`src/mu_defs.vh`:
```
`ifndef MU_DEFS_VH
`define MU_DEFS_VH

// ==========================================================
// Register byte offsets
`define MU_ADDR_W 8
`define MU_OFS_UNLOCK 8'h00
`define MU_OFS_CONFIRM 8'h04
`define MU_OFS_IDENT 8'h08
`define MU_OFS_INIT 8'h0C
`define MU_OFS_STATUS 8'h10

// ==========================================================
// Init register fields
`define MU_INIT_GATE 0
`define MU_INIT_PWR 1

// ==========================================================
// Status register fields
`define MU_STS_UNLOCKED 0
`define MU_STS_PWR 1
`define MU_STS_GATE 2
`define MU_STS_SEQERR 3
`define MU_STS_SLEEPOK 4

// ==========================================================
// Values
`define MU_DATA_W 32
`define MU_BYTE_W 8
`define MU_ZERO32 32'h00000000
`define MU_ZERO8 8'h00
`define MU_BUS_IDLE 1'b0

`endif

```
`src/mu_unlock.v`:
```
`include "mu_defs.vh"

module mu_unlock #(
    parameter [7:0] UNLOCK_KEY = 8'h5A
) (
    // Clock and reset
    input wire clk,
    input wire rst_b,
    // Strobe from the register slave
    input wire port_wr,
    input wire [7:0] port_data,
    // State
    output reg unlocked_q,
    output reg accessed_q
);

    // ==========================================================
    // Key check
    // Unlock is one-way; only reset locks the unit again
    always @(posedge clk) begin
        if (!rst_b) begin
            unlocked_q <= 1'b0;
            accessed_q <= 1'b0;
        end else if (port_wr) begin
            accessed_q <= 1'b1;
            if (port_data == UNLOCK_KEY) begin
                unlocked_q <= 1'b1;
            end
        end
    end

endmodule

```
`src/mu_bus_gate.v`:
```
`include "mu_defs.vh"

module mu_bus_gate #(
    parameter DW = 4
) (
    // Clock and reset
    input wire clk,
    input wire rst_b,
    // Gate control
    input wire gate_open,
    // Core side
    input wire [DW-1:0] core_dout,
    input wire core_sync,
    // Modem bus pins
    output reg [DW-1:0] modem_bus_dout,
    output reg modem_bus_sync
);

    // ==========================================================
    // Output stage
    // Registered so a closed gate never lets a glitch through
    always @(posedge clk) begin
        if (!rst_b) begin
            modem_bus_dout <= {DW{`MU_BUS_IDLE}};
            modem_bus_sync <= `MU_BUS_IDLE;
        end else if (gate_open) begin
            modem_bus_dout <= core_dout;
            modem_bus_sync <= core_sync;
        end else begin
            modem_bus_dout <= {DW{`MU_BUS_IDLE}};
            modem_bus_sync <= `MU_BUS_IDLE;
        end
    end

endmodule

```
`src/mu_power_seq.v`:
```
// Design decisions made here: the Avalon-MM register port and the placing of the registers.
`include "mu_defs.vh"

module mu_power_seq #(
    parameter [7:0] UNLOCK_KEY = 8'h5A,
    // Arbitrary value, no meaning beyond this design
    parameter [7:0] CONFIRM_SIG = 8'h3C,
    // Arbitrary value, no meaning beyond this design
    parameter [7:0] UNIT_ID = 8'h51,
    parameter BUS_W = 4
) (
    // Clock and reset
    input wire clk,
    input wire rst_b,
    // Avalon-MM slave
    input wire [7:0] avs_address,
    input wire avs_read,
    input wire avs_write,
    input wire [31:0] avs_writedata,
    input wire [3:0] avs_byteenable,
    output wire avs_waitrequest,
    output reg [31:0] avs_readdata,
    // Core side of the modem bus
    input wire [BUS_W-1:0] core_dout,
    input wire core_sync,
    // Peripheral pins
    output wire peripheral_power_down_n,
    output wire [BUS_W-1:0] modem_bus_dout,
    output wire modem_bus_sync,
    // Power state for the system controller
    output wire sleep_ok
);

    // ==========================================================
    // Bus handshake
    // One wait state on every access gives time to register read data
    reg ack_q;
    wire req;
    wire take;

    assign req = avs_read | avs_write;
    assign avs_waitrequest = req & ~ack_q;
    assign take = req & ack_q;

    always @(posedge clk) begin
        if (!rst_b) begin
            ack_q <= 1'b0;
        end else if (take) begin
            ack_q <= 1'b0;
        end else if (req) begin
            ack_q <= 1'b1;
        end
    end

    // ==========================================================
    // Address decode
    function [2:0] dec_sel;
        input [7:0] a;
        begin
            case (a)
                `MU_OFS_UNLOCK: dec_sel = 3'h1;
                `MU_OFS_CONFIRM: dec_sel = 3'h2;
                `MU_OFS_IDENT: dec_sel = 3'h3;
                `MU_OFS_INIT: dec_sel = 3'h4;
                `MU_OFS_STATUS: dec_sel = 3'h5;
                default: dec_sel = 3'h0;
            endcase
        end
    endfunction

    localparam [2:0] SEL_NONE = 3'h0;
    localparam [2:0] SEL_UNLOCK = 3'h1;
    localparam [2:0] SEL_CONFIRM = 3'h2;
    localparam [2:0] SEL_IDENT = 3'h3;
    localparam [2:0] SEL_INIT = 3'h4;
    localparam [2:0] SEL_STATUS = 3'h5;

    wire [2:0] sel;
    wire unlocked;
    wire lane0;
    wire wr_take;

    assign sel = dec_sel(avs_address);
    assign lane0 = avs_byteenable[0];
    assign wr_take = take & avs_write & lane0;

    // ==========================================================
    // Signature unlock
    // unlock port write
    wire unlock_wr;
    assign unlock_wr = wr_take & (sel == SEL_UNLOCK);

    mu_unlock #(
        .UNLOCK_KEY(UNLOCK_KEY)
    ) u_unlock (
        .clk(clk),
        .rst_b(rst_b),
        .port_wr(unlock_wr),
        .port_data(avs_writedata[7:0]),
        .unlocked_q(unlocked),
        .accessed_q()
    );

    wire open_wr;
    assign open_wr = wr_take & unlocked;

    // ==========================================================
    // Init register and sequencing
    reg gate_q;
    reg gate_d;
    reg pwr_q;
    reg pwr_d;
    reg seq_err_q;
    reg seq_err_d;
    reg viol;
    wire init_wr;
    wire sts_wr;
    wire want_gate;
    wire want_pwr;

    assign init_wr = open_wr & (sel == SEL_INIT);
    assign sts_wr = open_wr & (sel == SEL_STATUS);
    assign want_gate = avs_writedata[`MU_INIT_GATE];
    assign want_pwr = avs_writedata[`MU_INIT_PWR];

    always @* begin
        gate_d = gate_q;
        pwr_d = pwr_q;
        viol = 1'b0;
        if (init_wr) begin
            if (want_gate && !pwr_q) begin
                gate_d = 1'b0;
                viol = 1'b1;
            end else begin
                gate_d = want_gate;
            end
            if (!want_pwr && gate_d) begin
                pwr_d = pwr_q;
                viol = 1'b1;
            end else begin
                pwr_d = want_pwr;
            end
        end
    end

    // Sticky error: a new violation beats a clear in the same cycle
    always @* begin
        seq_err_d = seq_err_q;
        if (sts_wr && avs_writedata[`MU_STS_SEQERR]) begin
            seq_err_d = 1'b0;
        end
        if (viol) begin
            seq_err_d = 1'b1;
        end
    end

    always @(posedge clk) begin
        if (!rst_b) begin
            gate_q <= 1'b0;
            pwr_q <= 1'b0;
            seq_err_q <= 1'b0;
        end else begin
            gate_q <= gate_d;
            pwr_q <= pwr_d;
            seq_err_q <= seq_err_d;
        end
    end

    assign peripheral_power_down_n = pwr_q;

    assign sleep_ok = ~gate_q & ~pwr_q;

    // ==========================================================
    // Modem bus gate
    // idle bus while closed
    // Fed the next gate value, so the pins idle on the same edge as the gate closes;
    // otherwise one stale beat could reach a peripheral whose power just dropped
    mu_bus_gate #(
        .DW(BUS_W)
    ) u_gate (
        .clk(clk),
        .rst_b(rst_b),
        .gate_open(gate_d),
        .core_dout(core_dout),
        .core_sync(core_sync),
        .modem_bus_dout(modem_bus_dout),
        .modem_bus_sync(modem_bus_sync)
    );

    // ==========================================================
    // Read path
    reg [31:0] rd_d;
    wire [31:0] status_word;
    wire [31:0] init_word;

    assign status_word = {27'h0000000, sleep_ok, seq_err_q, gate_q, pwr_q, unlocked};
    assign init_word = {30'h00000000, pwr_q, gate_q};

    always @* begin
        rd_d = `MU_ZERO32;
        case (sel)
            SEL_UNLOCK: begin
                rd_d = `MU_ZERO32;
            end
            SEL_CONFIRM: begin
                if (unlocked) begin
                    rd_d = {24'h000000, CONFIRM_SIG};
                end
            end
            SEL_IDENT: begin
                if (unlocked) begin
                    rd_d = {24'h000000, UNIT_ID};
                end
            end
            SEL_INIT: begin
                if (unlocked) begin
                    rd_d = init_word;
                end
            end
            SEL_STATUS: begin
                if (unlocked) begin
                    rd_d = status_word;
                end
            end
            default: begin
                rd_d = `MU_ZERO32;
            end
        endcase
    end

    // Loaded in the wait cycle so data stand at the accepting edge
    always @(posedge clk) begin
        if (!rst_b) begin
            avs_readdata <= `MU_ZERO32;
        end else if (avs_read && !ack_q) begin
            avs_readdata <= rd_d;
        end
    end

endmodule

```
`config.mk`:
```
export PLATFORM = sky130hd
export DESIGN_NAME = mu_power_seq
export DESIGN_NICKNAME = d
export VERILOG_FILES = /design/src/mu_unlock.v /design/src/mu_bus_gate.v /design/src/mu_power_seq.v
export VERILOG_INCLUDE_DIRS = /design/src /design/src/src
export SDC_FILE = /design/constraint.sdc
export NUM_CORES = 1
export LEC_CHECK = 0
export BUFFER_PORTS_ARGS = -buffer_cell sky130_fd_sc_hd__buf_2
export CAP_MARGIN = 20
export CORE_MARGIN = 2
export CORE_UTILIZATION = 39
export DETAILED_ROUTE_END_ITERATION = 7
export GPL_TIMING_DRIVEN = 1
export PLACE_DENSITY = 0.81
export SLEW_MARGIN = 20
export SYNTH_ARGS = -nofsm -noshare
export SYNTH_HDL_FRONTEND = slang
export SYNTH_SLANG_ARGS = --single-unit
```
`constraint.sdc`:
```
create_clock -name clk -period 3.6 [get_ports clk]
set_input_delay 0.36 -clock clk [delete_from_list [all_inputs] [get_ports clk]]
set_output_delay 0.36 -clock clk [all_outputs]
set_load 0.02 [all_outputs]
```
## After elaboration in Yosys (flattened, before gate mapping)

Index checks and enable logic that the tools add are counted.

| word-level totals | value |
|---|---|
| register bits | 42 |
| bits in latches | 0 |
| RAM bits | 0 |
| memory bits (read-only) | 0 |
| input bits | 53 |
| output and inout port bits | 40 |
| word-level logic and storage cells | 60 |
| memories | 0 |

| cells by class | value |
|---|---|
| $add $sub $neg | 0 |
| multiply operators | 0 |
| divide/modulo/power cells | 0 |
| $lt $le $gt $ge | 0 |
| equal/unequal tests | 10 |
| shifts and indexed selects | 0 |
| mux-type cells | 14 |
| bitwise logic cells | 15 |
| reduce and logical (&&, ||, !) cells | 13 |

Operators by type and width:

| operator | count |
|---|---|
| $pmux 7 s4 | 1 |
| $eq 8x4->1 const B | 2 |
| $pmux 3 s5 | 1 |
| $and 1x1->1 | 9 |
| $eq 8x3->1 const B | 1 |
| $eq 8x5->1 const B | 1 |
| $eq 8x7->1 const B | 1 |
| $logic_not 8->1 | 1 |
| $mux 1 | 8 |
| $mux 7 | 1 |
| $eq 3x2->1 const B | 2 |
| $eq 3x3->1 const B | 2 |
| $mux 6 | 1 |
| $reduce_and 2->1 | 3 |
| $mux 5 | 1 |
| $not 1->1 | 5 |
| $logic_and 1x1->1 | 4 |
| $eq 3x1->1 const B | 1 |
| $logic_not 1->1 | 3 |
| $mux 2 | 1 |
| $reduce_bool 2->1 | 1 |
| $reduce_or 2->1 | 1 |
| $or 1x1->1 | 1 |

## Logic depth before layout (Yosys ltp)

Gate-level depths: netlist of run 1.

| logic depth | value |
|---|---|
| depth in word-level cells | 11 |
| depth in mapped cells | 5 |
| gate-level depth less buffers | 4 |

## Cells and area by module

A second synthesis of run 1 with hierarchy kept.

| unflattened totals | value |
|---|---|
| cell total of the unflattened synthesis | 118 |
| area, all modules | 1051.0 µm² |

By module, submodules not included:

| module | instances | cells each | area each (µm²) |
|---|---|---|---|
| mu_power_seq | 1 | 100 | 828.3 |
| mu_bus_gate | 1 | 10 | 131.4 |
| mu_unlock | 1 | 8 | 91.3 |

## Worst setup path before layout of run 1

No wires, ideal clock.

| timing path | value |
|---|---|
| kind | input-to-reg |
| from | in avs_address[7] |
| to | reg avs_readdata[2] |
| data arrival time | 1697 ps |
| data required time | 3530 ps |
| path slack | 1833 ps |
| stages | 5 |
| buffers on the path | 1 |
| path through | or3_4 > or2_0 > clkbuf_2 > or4_1 > a21boi_1 |

| on the way | value |
|---|---|
| word-level cells in the longest chain between the ends | 4 |
| elaborated cells on any way between the ends | 11 |
| those cells by class | 8 x eq/ne; 2 x mux; 1 x reduce/logical |

Ends and longest elaborated chain:

| what | line | text |
|---|---|---|
| from (decl) | mu_power_seq.v:16 | `input wire [7:0] avs_address,` |
| $eq 8x5->1 (tied with other cells) | mu_power_seq.v:60 | `case (a)` |
| $pmux 3 s5 (*) | mu_power_seq.v:60 |  |
| $eq 3x3->1 or $eq 3x2->1 (tied branches) | mu_power_seq.v:201 | `case (sel)` |
| $pmux 7 s4 (*) | mu_power_seq.v:201 |  |
| to (signal assigned) | mu_power_seq.v:234 | `` avs_readdata <= `MU_ZERO32; `` |
| to (signal assigned) | mu_power_seq.v:236 | `avs_readdata <= rd_d;` |
| to (decl) | mu_power_seq.v:22 | `output reg [31:0] avs_readdata,` |

Every way passes the cells marked *; elsewhere a longest branch is shown, timed or not.
A chain may end at the register's enable or synchronous reset.

## Final worst setup path of run 1

| timing path | value |
|---|---|
| from | reg u_unlock.unlocked_q |
| to | reg gate_q |

| on the way | value |
|---|---|
| word-level cells in the longest chain between the ends | 3 |

Ends and longest elaborated chain:

| what | line | text |
|---|---|---|
| from (decl) | mu_unlock.v:13 | `output reg unlocked_q,` |
| from (signal assigned) | mu_unlock.v:22 | `unlocked_q <= 1'b0;` |
| from (signal assigned) | mu_unlock.v:27 | `unlocked_q <= 1'b1;` |
| $and 1x1->1 | mu_power_seq.v:105 | `assign open_wr = wr_take & unlocked;` |
| $and 1x1->1 | mu_power_seq.v:121 | `assign init_wr = open_wr & (sel == SEL_INIT);` |
| $mux 1 | mu_power_seq.v:130 | `if (init_wr) begin` |
| to (signal assigned) | mu_power_seq.v:163 | `gate_q <= gate_d;` |
| to (decl) | mu_power_seq.v:109 | `reg gate_q;` |

No other way between the ends.

==> summary.txt, run 1 <==
Die
  • Die X: 55.07 um
  • Placeable Area: 2477 sq um
  • Die area: approximately 3000 sq um
  • Num ports: 93
  • Die Y: 55.07 um
  • Initial Utilization: between 40% and 50%
  • Row count: 18

Routing
  • Routed vias: 889
  • Post-DR vias/cell: 4.582
  • DRC: 0
  • Top sig layer: met4
  • Met3 Wirelength: ~200 um
  • M1 WL: 885 um
  • Total routed wirelength: approximately 2000 um
  • Avg WL per Cell: 10.31 um
  • Iteration-0 DRC Markers: 14
  • WL met2: slightly above 900 um
  • Post-route ant nets: 0
  • First drt pass iteration count: 3

Yosys
  • FF+latch count, synth: 17
  • Share of flip-flops with an asynchronous set or reset: 0%
  • Adder-cell area share of the yosys netlist: 0%
  • Post-synthesis compound-gate area fraction: 10.95%
  • Synth Cell Area: 1017 sq um
  • Synth Area per Inst: 7.947 sq um
  • Cell variety after synth: 35
  • Ys Warns: 0
  • Primary FF master, synth: dfxtp_1
  • Main combinational cell family by area after synthesis: simple AND/OR/NAND/NOR gates
  • Synth Area in XOR/XNOR: 2.583%
  • Post-synthesis mux area share: 1.107%
  • Post-Syn Instances: 128
  • Post-synthesis sequential area ratio: 33.46%
  • Synth Area in Simple Gates: 29.89%
  • Post-synth EDFFs: 0

Status
  • Outcome: completed

Layout
  • Antenna cell count: 0
  • Area delta synth->final: 13.90%
  • Final instance area: ~1200 sq um
  • Share of cells above drive strength 1: 28.66%
  • Non-Filler Instances: 194
  • Final-stage net count: 218

Global route
  • GRT Residual Overflow: 0
  • Initial antenna violation count: 0
  • First-pass GRT wire length: between 2000 and 3000 um
  • GRT Total Usage: 13.52%
  • Largest net degree at the start of global routing: 20
  • Number of global-route vias before repair: approximately 700

Clocking
  • Clock transition at the registers of the reported paths: 110 ps
  • Max clock buf depth: 2
  • CTS buffer count: 3
  • Clk Latency, worst-skew pair: 300 ps
  • TritonCTS clock tree: yes
  • CTS resizes: 0
  • Sink Count: 17
  • Root Driver: clkbuf_4
  • # Post-CTS Setup Buffers: 0
  • H-tree levels: 1
  • Hold Buf Count CTS: 0

STA
  • Number of failing hold endpoints at the final stage: 0
  • Slew Limit Fails: 0
  • Fmax: 0.5348 GHz
  • Final min period: 1870 ps
  • Crit share post-route: between 50% and 60%
  • Slew HR: 62.54%
  • # setup viols final: 0
  • Setup TNS: 0 ps
  • RSZ-0062 raised after global routing: false
  • Worst-Margin Slew: 556.7 ps
  • Clock skew: 7.214 ps
  • Min setup slack post-route: 1730 ps

Critical path
  • Kind of critical path: reg -> reg
  • R2r startpoint: u_unlock.unlocked_q
  • Required time of the worst setup path: 3850 ps
  • CP Capture Type: flop
  • Crit. Startpoint: u_unlock.unlocked_q
  • WP data arrival: 2120 ps
  • Setup crit start kind: flop
  • Worst-path maximum fanout: 6

Power and ir drop
  • Maximum VDD drop: 0.2145 mV
  • PwrDens: 316.2 nW/um^2
  • Total power: 366.3 uW
  • Leak: 0.0005131 uW

Placement
  • Placer Congestion: 0.7630
  • Dpl hpwl: ~1600 um
  • Dpl ws: 1581 ps
  • Area after DPL: 1129 sq um
  • Cell Count Post-Placement: 190
  • I/O Buffers: 40

Flow run
  • Max-cap violations: 0

Hold path
  • Worst Hold Launch: core_dout[1]
  • HP Class: in -> reg
-- through the flow --
| stage | utilization [%] | hold WS (ps) |
|---|---|---|
| final | 46.77 | 268.6 |
| after global routing | 46.77 | 260.2 |
| after CTS | 46.77 | 258.6 |
| after detailed placement | 45.56 | 446.5 |
| after global placement | 45.56 | 436.8 |
| after floorplan | - | 431.6 |
-- kinds of logic after synthesis --
logic type / Yosys count
AND/OR/NAND/NOR: 56
multiplexers: 1
AO/OA/AOI/OAI: 17
buffers and inverters: 33
flip-flops: 17
XOR/XNOR: 3
other: 1
-- layer usage --
layer,global-route usage [%],vias up
met1,14.54,392
met2,24.60,40
met4,3.252,0
met5,0,-
met3,5.376,2
li1,-,455
-- registers in the layout, indices dropped and copies added, names as in the netlist --
register	count
u_gate.modem_bus_sync	1
seq_err_q	1
gate_q	1
ack_q	1
u_unlock.unlocked_q	1
peripheral_power_down_n	1
avs_readdata	7
u_gate.modem_bus_dout	4
-- final cells by class --
class	count	area, sq um
Fill cell	272	1319
Inverter	1	3.754
Sequential cell	17	340.3
Clock buffer	3	22.52
Tap cell	30	37.54
Multi-Input combinational cell	102	546.8
Timing Repair Buffer	40	200.2
Clock inverter	1	7.507
-- power breakdown --
part / internal, uW / total, uW / switching [uW]
Sequential: 189 / 191 / 1.94
Combinational: 21.4 / 69.2 / 47.8
Clock: 42.3 / 106 / 63.6
-- worst paths after layout --
path / end / slack [ps] / cells after the start
worst max-delay path: gate_q / 1730 / 4
worst min-delay path: u_gate.modem_bus_dout[1] / 270 / 3
worst max register to register: gate_q / 1730 / 4
worst min register to register: avs_readdata[2] / 460 / 2
-- cell usage in the layout (no fill, tap or decap), types with 4 or more instances in the layout --
cell	netlist	layout
conb_1	1	25
nor2b_1	4	4
buf_2	1	40
dfxtp_1	17	17
nor2_1	10	10
nand2_1	16	16
nand3_1	5	5
a21oi_1	4	4
-- worst max-delay path, stage by stage, from the launching register on --
cell,delay [ps]
dfxtp_1,340
or3b_1,380
nor4_1,530
mux2_2,460
nor2b_1,110
-- cell usage after synthesis, types with 2 or more instances --
cell | count | area share (%)
dfxtp_1 | 17 | 33
a21boi_0 | 3 | 2.2
a21oi_1 | 4 | 2.0
clkbuf_1 | 5 | 1.8
nand3_1 | 5 | 2.5
nor4_1 | 3 | 1.8
o21ai_0 | 3 | 1.5
xnor2_1 | 2 | 1.7
buf_4 | 25 | 18
or4_1 | 3 | 2.2
nor2_1 | 10 | 3.7
nand4_1 | 2 | 1.2
a21boi_1 | 2 | 1.5
o41ai_1 | 2 | 1.7
and2_1 | 2 | 1.2
nor2b_1 | 4 | 2.5
nand2_1 | 16 | 5.9
nand2b_1 | 3 | 1.8
Note: power is estimated with default switching activity, not from simulation.
==> run 2: changes to the inputs <==
--- a/config.mk
+++ b/config.mk
@@ -9,10 +9,10 @@
 export BUFFER_PORTS_ARGS = -buffer_cell sky130_fd_sc_hd__buf_2
 export CAP_MARGIN = 20
 export CORE_MARGIN = 2
-export CORE_UTILIZATION = 39
+export CORE_UTILIZATION = 33
 export DETAILED_ROUTE_END_ITERATION = 7
 export GPL_TIMING_DRIVEN = 1
-export PLACE_DENSITY = 0.81
+export PLACE_DENSITY = 0.72
 export SLEW_MARGIN = 20
 export SYNTH_ARGS = -nofsm -noshare
 export SYNTH_HDL_FRONTEND = slang
==> constraint.sdc (replaced) <==
create_clock -name clk -period 1.69 [get_ports clk]
set_input_delay 0.169 -clock clk [delete_from_list [all_inputs] [get_ports clk]]
set_output_delay 0.169 -clock clk [all_outputs]
set_load 0.02 [all_outputs]
==> run 2 against run 1 <==
Register-to-register slack worse by 1700 ps. Sequential power rose by 110%. Sequential share of layout area fell by 1.9 points. Power increased by 110%. Critical path type unchanged. Largest cell class unchanged. Highest routed layer unchanged.
==> summary.txt, run 2 (synthesis gave the netlist of run 1 again) <==
Routing
  • Routed vias: 941 (+5.8%)
  • Avg WL per Cell: 10.96 um (+6.3%)
  • Post-route ant nets: 0 (unchanged)
  • Iteration-0 DRC Markers: 18 (+4)
  • Total routed wirelength: 2213 um (+11%)
  • DRC: 0 (unchanged)
  • Post-DR vias/cell: 4.658 (+1.7%)
  • First drt pass iteration count: 4 (+1)

Global route
  • First-pass GRT wire length: 3346 um (+13%)
  • Number of global-route vias before repair: 810 (+13%)
  • GRT Residual Overflow: 0 (unchanged)
  • GRT Total Usage: 12.53% (-1.0 points)
  • Largest net degree at the start of global routing: 20 (unchanged)
  • Initial antenna violation count: 0 (unchanged)

Layout
  • Share of cells above drive strength 1: 34.91% (+6.3 points)
  • Commonest non-fill, non-tap cell in the layout: buf_2
  • Top Registers: avs_readdata x7, u_gate.modem_bus_dout x4
  • Final Core Density: 41.42% (-5.4 points)
  • Final-stage net count: 223 (+2.3%)
  • Most frequent cells in the layout: buf_2, conb_1, nand2_1, dfxtp_1, nor2_1
  • Max reg flops: 7 (unchanged)
  • Area delta synth->final: 22.26%
  • Biggest register: avs_readdata
  • Antenna cell count: 0 (unchanged)
  • Final instance area: 1244 sq um (+7.3%)
  • Fill cells: 326 (+20%)

Critical path
  • Worst-path maximum fanout: 3 (-3)
  • Required time of the worst setup path: 1920 ps (-1930 ps)
  • Critical path's slowest cell: or4_1
  • Worst path bufs/invs: 0 (unchanged)
  • WP data arrival: 1900 ps (-220 ps)
  • Top Family by Delay on Critical Path: simple AND/OR/NAND/NOR gates
  • Kind of critical path: reg -> reg
  • Max incr delay on CP: 500 ps (-30 ps)
  • CP Cell Sequence: or3b_4 > or2_4 > or4_1 > a21boi_1
  • CP Capture Type: flop
  • Setup crit start kind: flop

STA
  • Crit share post-route: 98.81% (+47 points)
  • Hold WS: 83.31 ps (-185.3 ps)
  • Fmax: 0.5988 GHz (+12%)
  • # setup viols final: 0 (unchanged)
  • Final min period: 1670 ps (-199.8 ps)
  • Slew Limit Fails: 0 (unchanged)
  • Number of failing hold endpoints at the final stage: 0 (unchanged)
  • Clock skew: 3.364 ps (-3.850 ps)
  • RSZ-0062 raised after global routing: true

Power and ir drop
  • PwrDens: 631.7 nW/um^2 (+100%)
  • Total power: 785.6 uW (+110%)
  • Maximum VDD drop: 0.3859 mV (+80%)
  • Leak: 0.0005699 uW (+11%)

Die
  • Die area: 3543 sq um (+17%)
  • Initial Utilization: 33.88% (-7.2 points)
  • Num ports: 93 (unchanged)
  • Die X: 59.52 um (+8.1%)
  • Die Y: 59.52 um (+8.1%)
  • Placeable Area: 3003 sq um (+21%)
  • Row count: 20 (+2)

Clocking
  • H-tree levels: 1 (unchanged)
  • TritonCTS clock tree: yes
  • Max clock buf depth: 2 (unchanged)
  • Hold Buf Count CTS: 0 (unchanged)
  • Clock transition at the registers of the reported paths: 100 ps (about the same)
  • Sink Count: 17 (unchanged)
  • Root Driver: clkbuf_4
  • Clk Latency, worst-skew pair: 290 ps (about the same)
  • CTS buffer count: 3 (unchanged)

Hold path
  • HP Class: in -> reg

Status
  • Outcome: completed

Placement
  • Dpl hpwl: 1688 um (+7.9%)
  • Placer Congestion: 0.8115 (+6.4%)
  • Area after DPL: 1170 sq um (+3.7%)
  • I/O Buffers: 40 (unchanged)

Flow run
  • Max-cap violations: 0 (unchanged)
## run 2: cell types whose count changed in the layout (fill, tap and decap cells not counted), moves of 2 or more
cell,change
buf_4,+5
nor4_1,-2
o41ai_1,-2
o41ai_2,+2
## run 2: power by group
group / internal (uW) / switching (uW) / total (uW)
logic: 51.7 / 110 / 162
registers: 403 / 1.89 / 405
clock network: 88.1 / 131 / 219
total: 543 / 243 / 786
## run 2: worst paths after layout
check        cells after the start                        to                 from  slack (ps)
max                              4           avs_readdata[2]  u_unlock.unlocked_q          20
min                              3  u_gate.modem_bus_dout[0]         core_dout[0]          80
max reg2reg                      4           avs_readdata[2]  u_unlock.unlocked_q          20
min reg2reg                      2           avs_readdata[2]      avs_readdata[2]         460
## run 2: worst min-delay path: stages
cell,delay [ps]
buf_2,70
nand2_1,40
nor2_1,60
## run 2: final cells by class
type | instances | area (sq um) | area share, %
Sequential cell | 17 | 341.6 | 27.46
Clock buffer | 3 | 22.52 | 1.811
Multi-Input combinational cell | 102 | 591.8 | 47.59
Tap cell | 33 | 41.29 | 3.320
Clock inverter | 1 | 5.005 | 0.4024
Inverter | 1 | 3.754 | 0.3018
Timing Repair Buffer | 45 | 237.7 | 19.11
## run 2: timing repair
action                                 4_1_cts  5_1_grt
pin swaps                                    0        3
buffers inserted                             0        0
endpoints found under the hold margin        0        0
setup endpoints to repair                    9       11
gates resized for setup                      5        7
## run 2: metrics by stage
step / TNS, ps / std cells / worst slack, ps
finish: 0 / 202 / 20.12
global route: -117.4 / 202 / -59.60
CTS: 0 / 202 / 3.940
detailed placement: -135.9 / 198 / -31.71
global placement: -33.64 / 198 / -9.979
floorplan: 0 / 152 / 15.18
## run 2: metal layers
metal	vias up	part of all wire, %	track usage, %	wire, um
met2	41	49	21.82	1095
met4	0	0.59	3.810	13
li1	468	-	-	-
met1	430	40	13.93	880
met5	-	0	0	0
met3	2	10	5.022	223
